==> config.mk <==
export PLATFORM = sky130hd
export DESIGN_NAME = pesd_top
export DESIGN_NICKNAME = d
export VERILOG_FILES = /design/src/rtl/pesd_pkg.sv /design/src/rtl/pesd_seg_match.sv /design/src/rtl/pesd_top.sv
export VERILOG_INCLUDE_DIRS = /design/src /design/src/rtl
export SDC_FILE = /design/constraint.sdc
export NUM_CORES = 1
export LEC_CHECK = 0
export BUFFER_PORTS_ARGS = -buffer_cell sky130_fd_sc_hd__clkbuf_2
export CAP_MARGIN = 20
export CORE_MARGIN = 3
export CORE_UTILIZATION = 55
export CTS_BUF_LIST = sky130_fd_sc_hd__clkbuf_2 sky130_fd_sc_hd__clkbuf_4 sky130_fd_sc_hd__clkbuf_8
export DETAILED_ROUTE_END_ITERATION = 10
export PLACE_DENSITY_LB_ADDON = 0.15
export SETUP_SLACK_MARGIN = 0.3
export SLEW_MARGIN = 25
export SYNTH_ARGS = -nofsm -noshare
export SYNTH_HDL_FRONTEND = slang
export SYNTH_SLANG_ARGS = --single-unit
==> constraint.sdc <==
create_clock -name pclk -period 8.35 [get_ports pclk]
set_input_delay 0.4175 -clock pclk [delete_from_list [all_inputs] [get_ports pclk]]
set_output_delay 0.4175 -clock pclk [all_outputs]
set_load 0.005 [all_outputs]
==> src/rtl/pesd_cfg.svh <==
// register offsets, field positions, event codes and reset values of the event counter
`ifndef PESD_CFG_SVH
`define PESD_CFG_SVH

`define PESD_ADDR_W          12
`define PESD_OFF_EVTSEL      12'h000
`define PESD_OFF_COUNT       12'h004
`define PESD_OFF_STATUS      12'h008

`define PESD_EVTSEL_CODE_LSB 0
`define PESD_EVTSEL_MASK_LSB 8
`define PESD_EVTSEL_EDGE_BIT 18
`define PESD_EVTSEL_EN_BIT   22
`define PESD_STATUS_OVF_BIT  0
`define PESD_STATUS_HIT_BIT  1

`define PESD_RST_CODE        8'h00
`define PESD_RST_MASK        8'h00
`define PESD_RST_COUNT       32'h0000_0000

`define PESD_EV_SEG_LOAD     8'h06
`define PESD_EV_UNHALTED     8'h79
`define PESD_EV_RES_STALL    8'hA2
`define PESD_EV_SIMD_EXEC    8'hB0
`define PESD_EV_SIMD_SAT     8'hB1
`define PESD_EV_SIMD_CLASS   8'hB3
`define PESD_EV_FP_SIMD      8'hCC
`define PESD_EV_SIMD_ASSIST  8'hCD
`define PESD_EV_SIMD_RET     8'hCE
`define PESD_EV_PART_ALIAS   8'hD2
`define PESD_EV_SEG_STALL    8'hD4
`define PESD_EV_SEG_RENAME   8'hD5
`define PESD_EV_SEG_RET      8'hD6
`define PESD_EV_BR_CLEAR     8'hE6

`define PESD_UM_NONE         8'h00
`define PESD_UM_TO_SIMD      8'h01
`define PESD_UM_CLS_MUL      8'h01
`define PESD_UM_CLS_SHIFT    8'h02
`define PESD_UM_CLS_PACK     8'h04
`define PESD_UM_CLS_UNPACK   8'h08
`define PESD_UM_CLS_LOGIC    8'h10
`define PESD_UM_CLS_ARITH    8'h20
`define PESD_UM_SEG_ES       8'h01
`define PESD_UM_SEG_DS       8'h02
`define PESD_UM_SEG_FS       8'h04
`define PESD_UM_SEG_GS       8'h08
`define PESD_UM_SEG_ALL      8'h0F

`endif

==> src/rtl/pesd_pkg.sv <==
// types of the event-select and counting block
package pesd_pkg;

  typedef struct packed {
    logic [7:0]  code;
    logic [7:0]  umask;
    logic        edge_mode;
    logic        enable;
    logic [31:0] count;
    logic        ovf;
    logic        prev_hit;
    logic [31:0] rdata;
    logic        ready;
    logic        slverr;
  } pesd_state_type;

endpackage : pesd_pkg

==> src/rtl/pesd_seg_match.sv <==
// segment mask qualifier: counts selected segment events for one event code
`timescale 1ns/1ns
`include "pesd_cfg.svh"
module pesd_seg_match
  import pesd_pkg::*;
(
  input  wire logic [7:0] umask,
  input  wire logic [3:0] seg_events,
  output      logic [2:0] amount
);

  function automatic logic [2:0] pesd_pop4(input logic [3:0] v);
    pesd_pop4 = {2'b00, v[0]} + {2'b00, v[1]} + {2'b00, v[2]} + {2'b00, v[3]};
  endfunction : pesd_pop4

  always_comb begin
    case (umask)
      `PESD_UM_SEG_ES,
      `PESD_UM_SEG_DS,
      `PESD_UM_SEG_FS,
      `PESD_UM_SEG_GS,
      `PESD_UM_SEG_ALL: amount = pesd_pop4(umask[3:0] & seg_events);
      default:          amount = 3'h0;
    endcase
  end

endmodule : pesd_seg_match

==> src/rtl/pesd_top.sv <==
// event selection, counting and apb register file of one performance counter
//
// Contract
// - Code E6H with mask 00H counts each assertion of the branch-address-clear signal.
// - Code A2H adds one each cycle with a resource stall (rename or memory buffers full).
// - The resource-stall event ignores full-bus-queue and excess-cache-miss stalls.
// - The resource-stall event also counts mispredict-recovery and store-drain stalls.
// - Code D2H counts partial register-alias stalls, flag partial stalls included.
// - Code 06H with mask 00H counts one per segment register load.
// - Code 79H counts every cycle in which the core is not halted.
// - The packed-integer executed event skips quad and dword move stores.
// - Code B1H counts each executed saturating packed-integer instruction.
// - The class event mask picks multiply, shift, pack, unpack, logical or arithmetic.
// - Code CCH counts simd-to-float transitions with mask 00H and the reverse with mask 01H.
// - Code CDH counts executed instructions that empty the packed-integer state.
// - Code CEH counts each retired packed-integer instruction.
// - Codes D4H and D5H count segment rename stalls and renames for one masked segment, or for all four with mask 0FH; other masks count nothing.
// - Code D6H counts each retired segment-register rename.
`timescale 1ns/1ns
`include "pesd_cfg.svh"
module pesd_top
  import pesd_pkg::*;
(
  input  wire logic                    pclk,
  input  wire logic                    presetn,
  input  wire logic [`PESD_ADDR_W-1:0] paddr,
  input  wire logic                    psel,
  input  wire logic                    penable,
  input  wire logic                    pwrite,
  input  wire logic [31:0]             pwdata,
  input  wire logic [3:0]              pstrb,
  output      logic [31:0]             prdata,
  output      logic                    pready,
  output      logic                    pslverr,
  input  wire logic                    branch_addr_clear,
  input  wire logic                    stall_rename_buf,
  input  wire logic                    stall_mem_buf,
  input  wire logic                    stall_mispredict_recovery,
  input  wire logic                    stall_store_drain,
  input  wire logic                    stall_bus_queue_full,
  input  wire logic                    stall_miss_limit,
  input  wire logic                    partial_alias_stalls,
  input  wire logic                    partial_flag_stall,
  input  wire logic                    seg_load,
  input  wire logic                    core_halted,
  input  wire logic                    simd_int_executed,
  input  wire logic                    simd_store_move,
  input  wire logic                    simd_saturating_executed,
  input  wire logic [5:0]              simd_class_executed,
  input  wire logic                    simd_to_float,
  input  wire logic                    float_to_simd,
  input  wire logic                    empty_simd_state_instr,
  input  wire logic                    simd_int_retired,
  input  wire logic [3:0]              seg_rename_stall_count,
  input  wire logic [3:0]              seg_rename_count,
  input  wire logic                    retired_seg_rename_count,
  output      logic [31:0]             count_value,
  output      logic                    count_overflow
);

  pesd_state_type state_q;
  pesd_state_type state_d;

  logic [2:0]  seg_stall_amount;
  logic [2:0]  seg_rename_amount;
  logic [2:0]  incr;
  logic        hit;
  logic        res_stall;
  logic        alias_stall;
  logic        simd_exec_cnt;
  logic        setup;
  logic        access;
  logic        wr_evtsel;
  logic        wr_count;
  logic        wr_status;
  logic [31:0] evtsel_word;
  logic [31:0] status_word;
  logic [31:0] count_new;
  logic [32:0] sum;
  logic [2:0]  step;

  // byte-lane merge for apb writes
  function automatic logic [31:0] pesd_merge(input logic [31:0] old_v,
                                             input logic [31:0] new_v,
                                             input logic [3:0]  strb);
    logic [31:0] res;
    res = old_v;
    for (int i = 0; i < 4; i++) begin
      if (strb[i]) begin
        res[8*i +: 8] = new_v[8*i +: 8];
      end
    end
    pesd_merge = res;
  endfunction : pesd_merge

  // a single-bit condition counted only when the mask is the plain 00H
  function automatic logic [2:0] pesd_plain(input logic [7:0] um, input logic cond);
    pesd_plain = (um == `PESD_UM_NONE) ? {2'b00, cond} : 3'h0;
  endfunction : pesd_plain

  pesd_seg_match u_seg_stall (
    .umask      (state_q.umask),
    .seg_events (seg_rename_stall_count),
    .amount     (seg_stall_amount)
  );

  pesd_seg_match u_seg_rename (
    .umask      (state_q.umask),
    .seg_events (seg_rename_count),
    .amount     (seg_rename_amount)
  );

  // resource stall: bus-queue and miss-limit stalls carry no weight here
  assign res_stall     = stall_rename_buf | stall_mem_buf
                       | stall_mispredict_recovery | stall_store_drain;
  // stall_bus_queue_full and stall_miss_limit are deliberately not in res_stall
  assign alias_stall   = partial_alias_stalls | partial_flag_stall;
  assign simd_exec_cnt = simd_int_executed & ~simd_store_move;

  always_comb begin
    case (state_q.code)
      `PESD_EV_BR_CLEAR:    incr = pesd_plain(state_q.umask, branch_addr_clear);
      `PESD_EV_RES_STALL:   incr = pesd_plain(state_q.umask, res_stall);
      `PESD_EV_PART_ALIAS:  incr = pesd_plain(state_q.umask, alias_stall);
      `PESD_EV_SEG_LOAD:    incr = pesd_plain(state_q.umask, seg_load);
      `PESD_EV_UNHALTED:    incr = pesd_plain(state_q.umask, ~core_halted);
      `PESD_EV_SIMD_EXEC:   incr = pesd_plain(state_q.umask, simd_exec_cnt);
      `PESD_EV_SIMD_SAT: incr = pesd_plain(state_q.umask, simd_saturating_executed);
      `PESD_EV_SIMD_CLASS: begin
        case (state_q.umask)
          `PESD_UM_CLS_MUL:    incr = {2'b00, simd_class_executed[0]};
          `PESD_UM_CLS_SHIFT:  incr = {2'b00, simd_class_executed[1]};
          `PESD_UM_CLS_PACK:   incr = {2'b00, simd_class_executed[2]};
          `PESD_UM_CLS_UNPACK: incr = {2'b00, simd_class_executed[3]};
          `PESD_UM_CLS_LOGIC:  incr = {2'b00, simd_class_executed[4]};
          `PESD_UM_CLS_ARITH:  incr = {2'b00, simd_class_executed[5]};
          default:             incr = 3'h0;
        endcase
      end
      `PESD_EV_FP_SIMD: begin
        case (state_q.umask)
          `PESD_UM_NONE:    incr = {2'b00, simd_to_float};
          `PESD_UM_TO_SIMD: incr = {2'b00, float_to_simd};
          default:          incr = 3'h0;
        endcase
      end
      `PESD_EV_SIMD_ASSIST: incr = pesd_plain(state_q.umask, empty_simd_state_instr);
      `PESD_EV_SIMD_RET:    incr = pesd_plain(state_q.umask, simd_int_retired);
      `PESD_EV_SEG_STALL:   incr = seg_stall_amount;
      `PESD_EV_SEG_RENAME:  incr = seg_rename_amount;
      `PESD_EV_SEG_RET: incr = pesd_plain(state_q.umask, retired_seg_rename_count);
      default:              incr = 3'h0;
    endcase
  end

  assign hit = (incr != 3'h0);

  // edge mode counts one per rising edge of the selected condition
  always_comb begin
    if (!state_q.enable) begin
      step = 3'h0;
    end else if (state_q.edge_mode) begin
      step = (hit && !state_q.prev_hit) ? 3'h1 : 3'h0;
    end else begin
      step = incr;
    end
  end

  assign sum = {1'b0, state_q.count} + {30'h0000_0000, step};

  // apb decode: answer is prepared in setup, given in the first access cycle
  assign setup     = psel & ~penable;
  assign access    = psel & penable & state_q.ready;
  assign wr_evtsel = access & pwrite & (paddr == `PESD_OFF_EVTSEL);
  assign wr_count  = access & pwrite & (paddr == `PESD_OFF_COUNT);
  assign wr_status = access & pwrite & (paddr == `PESD_OFF_STATUS);

  always_comb begin
    evtsel_word = 32'h0000_0000;
    evtsel_word[`PESD_EVTSEL_CODE_LSB +: 8] = state_q.code;
    evtsel_word[`PESD_EVTSEL_MASK_LSB +: 8] = state_q.umask;
    evtsel_word[`PESD_EVTSEL_EDGE_BIT]      = state_q.edge_mode;
    evtsel_word[`PESD_EVTSEL_EN_BIT]        = state_q.enable;
    status_word = 32'h0000_0000;
    status_word[`PESD_STATUS_OVF_BIT] = state_q.ovf;
    status_word[`PESD_STATUS_HIT_BIT] = state_q.prev_hit;
  end

  assign count_new = pesd_merge(state_q.count, pwdata, pstrb);

  always_comb begin
    logic [31:0] sel_new;
    sel_new = pesd_merge(evtsel_word, pwdata, pstrb);
    state_d = state_q;
    state_d.prev_hit = hit;
    // software load of the counter takes precedence over a same-cycle increment
    if (wr_count) begin
      state_d.count = count_new;
    end else begin
      state_d.count = sum[31:0];
    end
    // overflow is sticky; a wrap in the clearing cycle keeps it set
    if (wr_status && pstrb[0] && pwdata[`PESD_STATUS_OVF_BIT]) begin
      state_d.ovf = 1'b0;
    end
    if (!wr_count && sum[32]) begin
      state_d.ovf = 1'b1;
    end
    if (wr_evtsel) begin
      state_d.code      = sel_new[`PESD_EVTSEL_CODE_LSB +: 8];
      state_d.umask     = sel_new[`PESD_EVTSEL_MASK_LSB +: 8];
      state_d.edge_mode = sel_new[`PESD_EVTSEL_EDGE_BIT];
      state_d.enable    = sel_new[`PESD_EVTSEL_EN_BIT];
    end
    state_d.ready  = setup;
    state_d.slverr = 1'b0;
    state_d.rdata  = 32'h0000_0000;
    if (setup) begin
      case (paddr)
        `PESD_OFF_EVTSEL: state_d.rdata  = pwrite ? 32'h0000_0000 : evtsel_word;
        `PESD_OFF_COUNT:  state_d.rdata  = pwrite ? 32'h0000_0000 : state_q.count;
        `PESD_OFF_STATUS: state_d.rdata  = pwrite ? 32'h0000_0000 : status_word;
        default:          state_d.slverr = 1'b1;
      endcase
    end
  end

  always_ff @(posedge pclk or negedge presetn) begin
    if (!presetn) begin
      state_q.code      <= `PESD_RST_CODE;
      state_q.umask     <= `PESD_RST_MASK;
      state_q.edge_mode <= 1'b0;
      state_q.enable    <= 1'b0;
      state_q.count     <= `PESD_RST_COUNT;
      state_q.ovf       <= 1'b0;
      state_q.prev_hit  <= 1'b0;
      state_q.rdata     <= 32'h0000_0000;
      state_q.ready     <= 1'b0;
      state_q.slverr    <= 1'b0;
    end else begin
      state_q <= state_d;
    end
  end

  assign prdata         = state_q.rdata;
  assign pready         = state_q.ready;
  assign pslverr        = state_q.slverr;
  assign count_value    = state_q.count;
  assign count_overflow = state_q.ovf;

endmodule : pesd_top

==> impl_metrics.ini, run 1 <==
[die]
die_h_um = 103.6
dieArea_sq_um = 10740
ios = 153
core_region_area_sq_um = 9240
rows = 35
die-width_um = 103.6
initial_utilization_pct = 56.75

[route]
drt-pass1-iter-count = 4
detail_route.vias_per_cell = 6.021
total_via_count_after_detailed_routing = 4516
drt-initial-drc-count = 209
detail_route.drc_violations = 0
finalWirelength_mm = 13.39
wl_per_cell_um = 17.85
route.antenna.remaining_nets = 0

[synth]
synth.yosys.seq_area_share_pct = 41.04
synth_async_sr_flop_share_pct = 100.0
synth_flop_cell = sky130_fd_sc_hd__dfrtp_1
synth_xor_xnor_area_share_pct = 0.3340
netlist.top_cell.by_area = sky130_fd_sc_hd__dfrtp_1
synth-adder-area-share_pct = 2.816
synth_nets = 641
synth-compound-area-share_pct = 17.23
synth_simple_gate_area_share_pct = 20.45
synth_top_family_by_area = simple AND/OR/NAND/NOR gates
syn_avg_cell_area_sq_um = 9.622
yosys-mux-area-fraction_pct = 5.488
synth.distinct_cells = 67
synth-warning-count = 0
netlist_area_sq_um = 5244
number_of_enable_type_register_cells_in_the_synthesized_netlist = 0
main_area_contributors_after_synthesis = sky130_fd_sc_hd__dfrtp_1 (41%), sky130_fd_sc_hd__buf_4 (9.4%), sky130_fd_sc_hd__mux2_2 (3.4%), sky130_fd_sc_hd__a22oi_1 (2.7%), sky130_fd_sc_hd__nor2_1 (2.6%)
syn-instance-count = 545
post-synth-top-area-fraction_pct = 41.04
post_synthesis_sequential_element_count = 86

[sta]
hold_violations = 0
final_setup_tns_ns = 0
timing.final.crit_period_ns = 4.557
final.hold.worst_slack_ns = 0.08864
rsz0062_at_grt = false
max_freq_mhz = 219.4
max-slew-margin-rel_pct = 36.76
slew_violations = 0
setup_violations = 0
final.setup.worst_slack_ns = 3.793
timing_worst_slew_pin_value_ns = 0.9476
final.setup_skew_ns = 0.01126
fin_crit_sh_pct = 54.58

[clocking]
tritoncts = done
cts.repair.resized = 0
tritoncts.num_buffers = 9
ctsHtreeMaxLevel = 3
cts_num_sinks = 86
clock_tree.buffer_depth = 2
clk_pin_slew_ns = 0.09
cts_hold_repair.buffers = 0
cts_root_buf = sky130_fd_sc_hd__clkbuf_8
number_of_buffers_added_for_setup_after_cts = 0
worst_skew_pair_latency_ns = 0.36

[final_layout]
final_common_cell = sky130_fd_sc_hd__clkbuf_2
layout_common_cells = sky130_fd_sc_hd__clkbuf_2 (149), sky130_fd_sc_hd__dfrtp_1 (86), sky130_fd_sc_hd__nor2_1 (36), sky130_fd_sc_hd__nand2_1 (30), sky130_fd_sc_hd__a21oi_1 (24)
post_route_cells_drive_above_1_share_pct = 33.17
finalNetCount = 713
antenna-diode-count = 0
area.growth.synth_to_final_pct = 10.57

[worst_setup_path]
timing.critical_path.required_ns = 8.56
path_class = flop to flop
cp.arrival_ns = 4.77
timing.critical_path.to_type = flop
critPathMaxFanout = 13
critical_path.startpoint_type = flop

[global_routing]
grt_max_degree = 87
global_route_total_overflow = 0
vias_in_the_first_global_route = 4380
grt.total_usage_pct = 24.72
grt_first_pass_wirelength_mm = 21.83
grt_antenna_before_repair = 0

[power_and_ir_drop]
p_comb_share_pct = 4.8
net-switching-power_mw = 0.1717
p_clk_share_pct = 41.5
proportion_of_total_power_due_to_net_switching_pct = 22.11
static-leakage-power_nw = 2.751
power.total_mw = 0.7764
power.internal_mw = 0.6047
seq_power_share_pct = 53.7
powerDensity_nw_per_um2 = 133.9
peakVddDrop_v = 0.00009254

[worst_hold_path]
hold_path.class = input pin to async pin

[placed_design]
placement.setup.worst_slack_ns = 3.805
gp_congestion = 0.8758
place_hpwl_mm = 9.787
buffer_ports.inserted = 150

[run]
cap_violations = 0

[status]
result_of_the_run = finished clean
## power by group through the flow
| stage | clock network, mW | registers (mW) | logic [mW] |
|---|---|---|---|
| after floorplan | 0 | 0.425 | 0.00549 |
| after global placement | 0 | 0.425 | 0.0368 |
| after detailed placement | 0 | 0.425 | 0.0374 |
| after CTS | 0.325 | 0.417 | 0.0375 |
| after global routing | 0.342 | 0.417 | 0.0417 |
| final | 0.322 | 0.417 | 0.0369 |
## critical path: stages (launching register included)
cell and delay [ns]:
sky130_fd_sc_hd__dfrtp_1 0.52, sky130_fd_sc_hd__and2_1 0.24, sky130_fd_sc_hd__ha_1 0.31, sky130_fd_sc_hd__inv_1 0.09
sky130_fd_sc_hd__fa_1 0.42, sky130_fd_sc_hd__mux2_2 0.27, sky130_fd_sc_hd__a211oi_1 0.17, sky130_fd_sc_hd__a221oi_1 0.10
sky130_fd_sc_hd__a31oi_1 0.23, sky130_fd_sc_hd__ha_1 0.24, sky130_fd_sc_hd__inv_1 0.07, sky130_fd_sc_hd__fa_1 0.40
sky130_fd_sc_hd__nor2b_1 0.16, sky130_fd_sc_hd__o211a_1 0.44, sky130_fd_sc_hd__o2111ai_2 0.35, sky130_fd_sc_hd__o211ai_1 0.25
sky130_fd_sc_hd__o311ai_0 0.15
## flip-flops by register name, summed over array words and instances, names as in the netlist
name	cells
evtsel_word	18
prdata	32
count_overflow	1
state_q	1
pready	1
count_value	32
pslverr	1
## synth_stat cells (2+ instances only)
| master | count |
|---|---|
| sky130_fd_sc_hd__nand2b_1 | 3 |
| sky130_fd_sc_hd__buf_4 | 66 |
| sky130_fd_sc_hd__buf_2 | 8 |
| sky130_fd_sc_hd__nor2b_1 | 6 |
| sky130_fd_sc_hd__a21oi_1 | 24 |
| sky130_fd_sc_hd__nor2_1 | 36 |
| sky130_fd_sc_hd__nor4_1 | 5 |
| sky130_fd_sc_hd__nor3_1 | 8 |
| sky130_fd_sc_hd__nor4b_1 | 3 |
| sky130_fd_sc_hd__mux2i_1 | 4 |
| sky130_fd_sc_hd__a21o_1 | 3 |
| sky130_fd_sc_hd__a31oi_1 | 4 |
| sky130_fd_sc_hd__inv_1 | 16 |
| sky130_fd_sc_hd__a211oi_1 | 5 |
| sky130_fd_sc_hd__o21ai_0 | 12 |
| sky130_fd_sc_hd__or4_4 | 2 |
| sky130_fd_sc_hd__o211a_1 | 2 |
| sky130_fd_sc_hd__fa_1 | 3 |
| sky130_fd_sc_hd__o221a_2 | 11 |
| sky130_fd_sc_hd__o2111ai_1 | 2 |
| sky130_fd_sc_hd__a22oi_1 | 19 |
| sky130_fd_sc_hd__o311ai_0 | 5 |
| sky130_fd_sc_hd__a2111oi_0 | 2 |
| sky130_fd_sc_hd__nor3_2 | 2 |
| sky130_fd_sc_hd__and2_1 | 21 |
| sky130_fd_sc_hd__o211ai_1 | 7 |
| sky130_fd_sc_hd__nand3_1 | 21 |
| sky130_fd_sc_hd__or3_1 | 3 |
| sky130_fd_sc_hd__o22ai_1 | 7 |
| sky130_fd_sc_hd__nand3b_1 | 7 |
| sky130_fd_sc_hd__dfrtp_1 | 86 |
| sky130_fd_sc_hd__mux2_2 | 16 |
| sky130_fd_sc_hd__nand4_1 | 18 |
| sky130_fd_sc_hd__clkbuf_1 | 17 |
| sky130_fd_sc_hd__a211o_1 | 4 |
| sky130_fd_sc_hd__mux2_1 | 6 |
| sky130_fd_sc_hd__nand2_1 | 30 |
| sky130_fd_sc_hd__and4_1 | 6 |
| sky130_fd_sc_hd__and3_1 | 7 |
| sky130_fd_sc_hd__ha_1 | 7 |
| sky130_fd_sc_hd__o2111a_1 | 2 |
| sky130_fd_sc_hd__nor3b_1 | 2 |
| sky130_fd_sc_hd__or4_1 | 3 |
## final cells by class
class,count,area [sq um]
clock buffers,10,131.4
fillers,832,3442
well taps,129,161.4
repair buffers,153,779.5
inverters,16,60.06
flip-flops and latches,86,2152
multi-input cells,351,2429
clock inverters,5,85.08
## worst paths after layout
check,from,to,slack [ns],depth (start not counted)
worst max register to register,evtsel_word[8],count_value[18],3.79,16
max in group asynchronous,presetn,evtsel_word[1],7.71,1
worst min register to register,count_value[24],prdata[24],0.56,1
min in group pclk,penable,pready,0.28,2
worst min-delay path,presetn,prdata[27],0.09,1
worst max-delay path,evtsel_word[8],count_value[18],3.79,16
## routing by layer
layer | global-route usage (%) | wire, um | share of wire (%)
met5 | 0 | 0 | 0
met1 | 33.20 | 5589 | 42
met2 | 41.03 | 6642 | 50
met4 | 6.933 | 246 | 1.8
met3 | 4.922 | 912 | 6.8
## cell families (layout without fill, tap and decap cells)
| group | count (synthesis) | count (layout) |
|---|---|---|
| buf+inv | 108 | 184 |
| simple gates | 191 | 191 |
| mux | 26 | 26 |
| flops | 86 | 86 |
| xor+xnor | 2 | 2 |
| fa+ha+maj | 10 | 10 |
| compound gates | 122 | 122 |
## per-stage QoR
step,instance area [sq um],util [%],std cells
after floorplan,5244,-,545
after global placement,5578,60.37,735
after detailed placement,5582,60.41,735
after CTS,5798,62.75,750
after global routing,5798,62.75,750
final,5798,62.75,750
(Power assumes the default switching activity.)
==> inputs of run 2 (changes only) <==
--- a/config.mk
+++ b/config.mk
@@ -9,7 +9,7 @@
 export BUFFER_PORTS_ARGS = -buffer_cell sky130_fd_sc_hd__clkbuf_2
 export CAP_MARGIN = 20
 export CORE_MARGIN = 3
-export CORE_UTILIZATION = 55
+export CORE_UTILIZATION = 54
 export CTS_BUF_LIST = sky130_fd_sc_hd__clkbuf_2 sky130_fd_sc_hd__clkbuf_4 sky130_fd_sc_hd__clkbuf_8
 export DETAILED_ROUTE_END_ITERATION = 10
 export PLACE_DENSITY_LB_ADDON = 0.15
==> constraint.sdc (replaced) <==
create_clock -name pclk -period 4.6 [get_ports pclk]
set_input_delay 0.23 -clock pclk [delete_from_list [all_inputs] [get_ports pclk]]
set_output_delay 0.23 -clock pclk [all_outputs]
set_load 0.005 [all_outputs]
==> impl_metrics.ini, run 2 (synthesized netlist as in run 1, its figures left out) <==
[power_and_ir_drop]
powerDensity_nw_per_um2 = 233.5
static-leakage-power_nw = 2.775
peakVddDrop_v = 0.0001353

[final_layout]
final_cell_area_sq_um = 5852
area.growth.synth_to_final_pct = 11.60
final-instance-count-excl-fill = 758
layout_common_cells = sky130_fd_sc_hd__clkbuf_2 (149), sky130_fd_sc_hd__dfrtp_1 (86), sky130_fd_sc_hd__nor2_1 (36), sky130_fd_sc_hd__nand2_1 (30), sky130_fd_sc_hd__a21oi_1 (24)
antenna-diode-count = 0
final_common_cell = sky130_fd_sc_hd__clkbuf_2
finalNetCount = 720
post_route_cells_drive_above_1_share_pct = 34.18

[worst_hold_path]
whs_path_depth = 2
hold_path.class = input pin to flop
min_to = pready
min_from = penable

[clocking]
cts_num_sinks = 86
tritoncts.num_buffers = 9
tritoncts = done
clock_tree.buffer_depth = 2
worst_skew_pair_latency_ns = 0.36
clk_pin_slew_ns = 0.09
ctsHtreeMaxLevel = 3
cts_root_buf = sky130_fd_sc_hd__clkbuf_8

[sta]
final_setup_tns_ns = 0
timing.final.crit_period_ns = 4.058
rsz0062_at_grt = false
hold_violations = 0
max_freq_mhz = 246.4
final.hold.worst_slack_ns = 0.07706
fin_crit_sh_pct = 88.21
final.setup.worst_slack_ns = 0.5424
slew_violations = 0
timing_worst_slew_pin_value_ns = 0.9305
max-slew-margin-rel_pct = 37.90
setup_violations = 0
final.setup_skew_ns = 0.01187

[route]
finalWirelength_mm = 13.51
detail_route.vias_per_cell = 5.946
drt-pass1-iter-count = 5
detail_route.drc_violations = 0
total_via_count_after_detailed_routing = 4507
wl_per_cell_um = 17.82
drt-initial-drc-count = 287
route.antenna.remaining_nets = 0

[worst_setup_path]
r2r_start = evtsel_word[8]
setup.reg_to_reg.worst_slack_ns = 0.54
critPathMaxFanout = 7
critical_path.startpoint_type = flop
timing.critical_path.required_ns = 4.87
cp.arrival_ns = 4.33
worst_r2r_path_depth = 16
path_class = flop to flop
timing.critical_path.to_type = flop
r2r_end = count_value[30]

[placed_design]
cell_area_after_placement_sq_um = 5615
placement.setup.worst_slack_ns = 0.4282
placed_cells = 740
buffer_ports.inserted = 150
gp_congestion = 0.9243
place_hpwl_mm = 9.965

[die]
rows = 35
initial_utilization_pct = 56.22
die_h_um = 104.5
ios = 153
dieArea_sq_um = 10930
die-width_um = 104.5
core_region_area_sq_um = 9328

[global_routing]
grt_antenna_before_repair = 0
global_route_total_overflow = 0
grt_first_pass_wirelength_mm = 21.84
grt.total_usage_pct = 24.69
grt_max_degree = 68
vias_in_the_first_global_route = 4388

[run]
cap_violations = 0

[status]
result_of_the_run = finished clean
## run 2: changes by cell type in the layout (fill, tap and decap cells not counted), sizes merged
cell / before / now
clkinv: 2 / 3
clkbuf: 159 / 160
buf: 4 / 10
bufinv: 2 / 1
dlygate4sd3: 0 / 1
## run 2: worst max-delay path: stages (launching register included)
cell and delay, ns:
sky130_fd_sc_hd__dfrtp_1 0.44, sky130_fd_sc_hd__and2_1 0.18, sky130_fd_sc_hd__ha_1 0.28, sky130_fd_sc_hd__inv_1 0.08, sky130_fd_sc_hd__fa_1 0.42, sky130_fd_sc_hd__mux2_2 0.27, sky130_fd_sc_hd__a211oi_1 0.20, sky130_fd_sc_hd__a221oi_1 0.11
sky130_fd_sc_hd__a31oi_1 0.21, sky130_fd_sc_hd__ha_1 0.24, sky130_fd_sc_hd__inv_1 0.06, sky130_fd_sc_hd__fa_1 0.40, sky130_fd_sc_hd__nor2b_1 0.21, sky130_fd_sc_hd__o211a_4 0.25, sky130_fd_sc_hd__o2111a_2 0.29, sky130_fd_sc_hd__a211oi_1 0.09
sky130_fd_sc_hd__a211oi_1 0.24
## run 2: worst max path at each step
stage | endpoint | slack (ns) | from | cells past startpoint
final | count_value[30] | 0.54 | evtsel_word[8] | 16
after global placement | count_value[30] | 0.52 | evtsel_word[8] | 16
after floorplan | count_value[14] | 0.75 | evtsel_word[8] | 18
after CTS | count_value[30] | 0.40 | evtsel_word[8] | 16
after global routing | count_value[20] | 0.31 | evtsel_word[8] | 16
after detailed placement | count_value[30] | 0.43 | evtsel_word[9] | 16
## run 2: final cells by class
class,count,area [sq um]
clock inverters,5,60.06
fillers,845,3476
clock buffers,11,138.9
inverters,16,60.06
well taps,129,161.4
flip-flops and latches,86,2152
multi-input cells,351,2449
repair buffers,160,830.8
## run 2: repair_timing
item / 4_1_cts / 5_1_grt
setup endpoints to repair: 0 / 9
hold buffers: 1 / 0
setup buffers: 0 / 1
gates resized for setup: 0 / 4
endpoints found under the hold margin: 19 / 0
## run 2: metal layers
metal  share of wire [%]  track usage [%]
met5                   0                0
met4                0.98            6.553
met3                 6.8            5.374
met2                  50            40.73
met1                  42            33.08
## run 2: stage by stage
step | total power, mW | util (%)
after floorplan | 0.7822 | -
after global placement | 0.8401 | 60.20
after detailed placement | 0.8409 | 60.20
after CTS | 1.376 | 62.44
after global routing | 1.415 | 62.74
final | 1.367 | 62.74
## run 2: power by group
| group | internal (mW) | switching, mW |
|---|---|---|
| clock | 0.264 | 0.276 |
| sequential | 0.756 | 0.000762 |
| combinational | 0.0312 | 0.0378 |
| total | 1.05 | 0.315 |
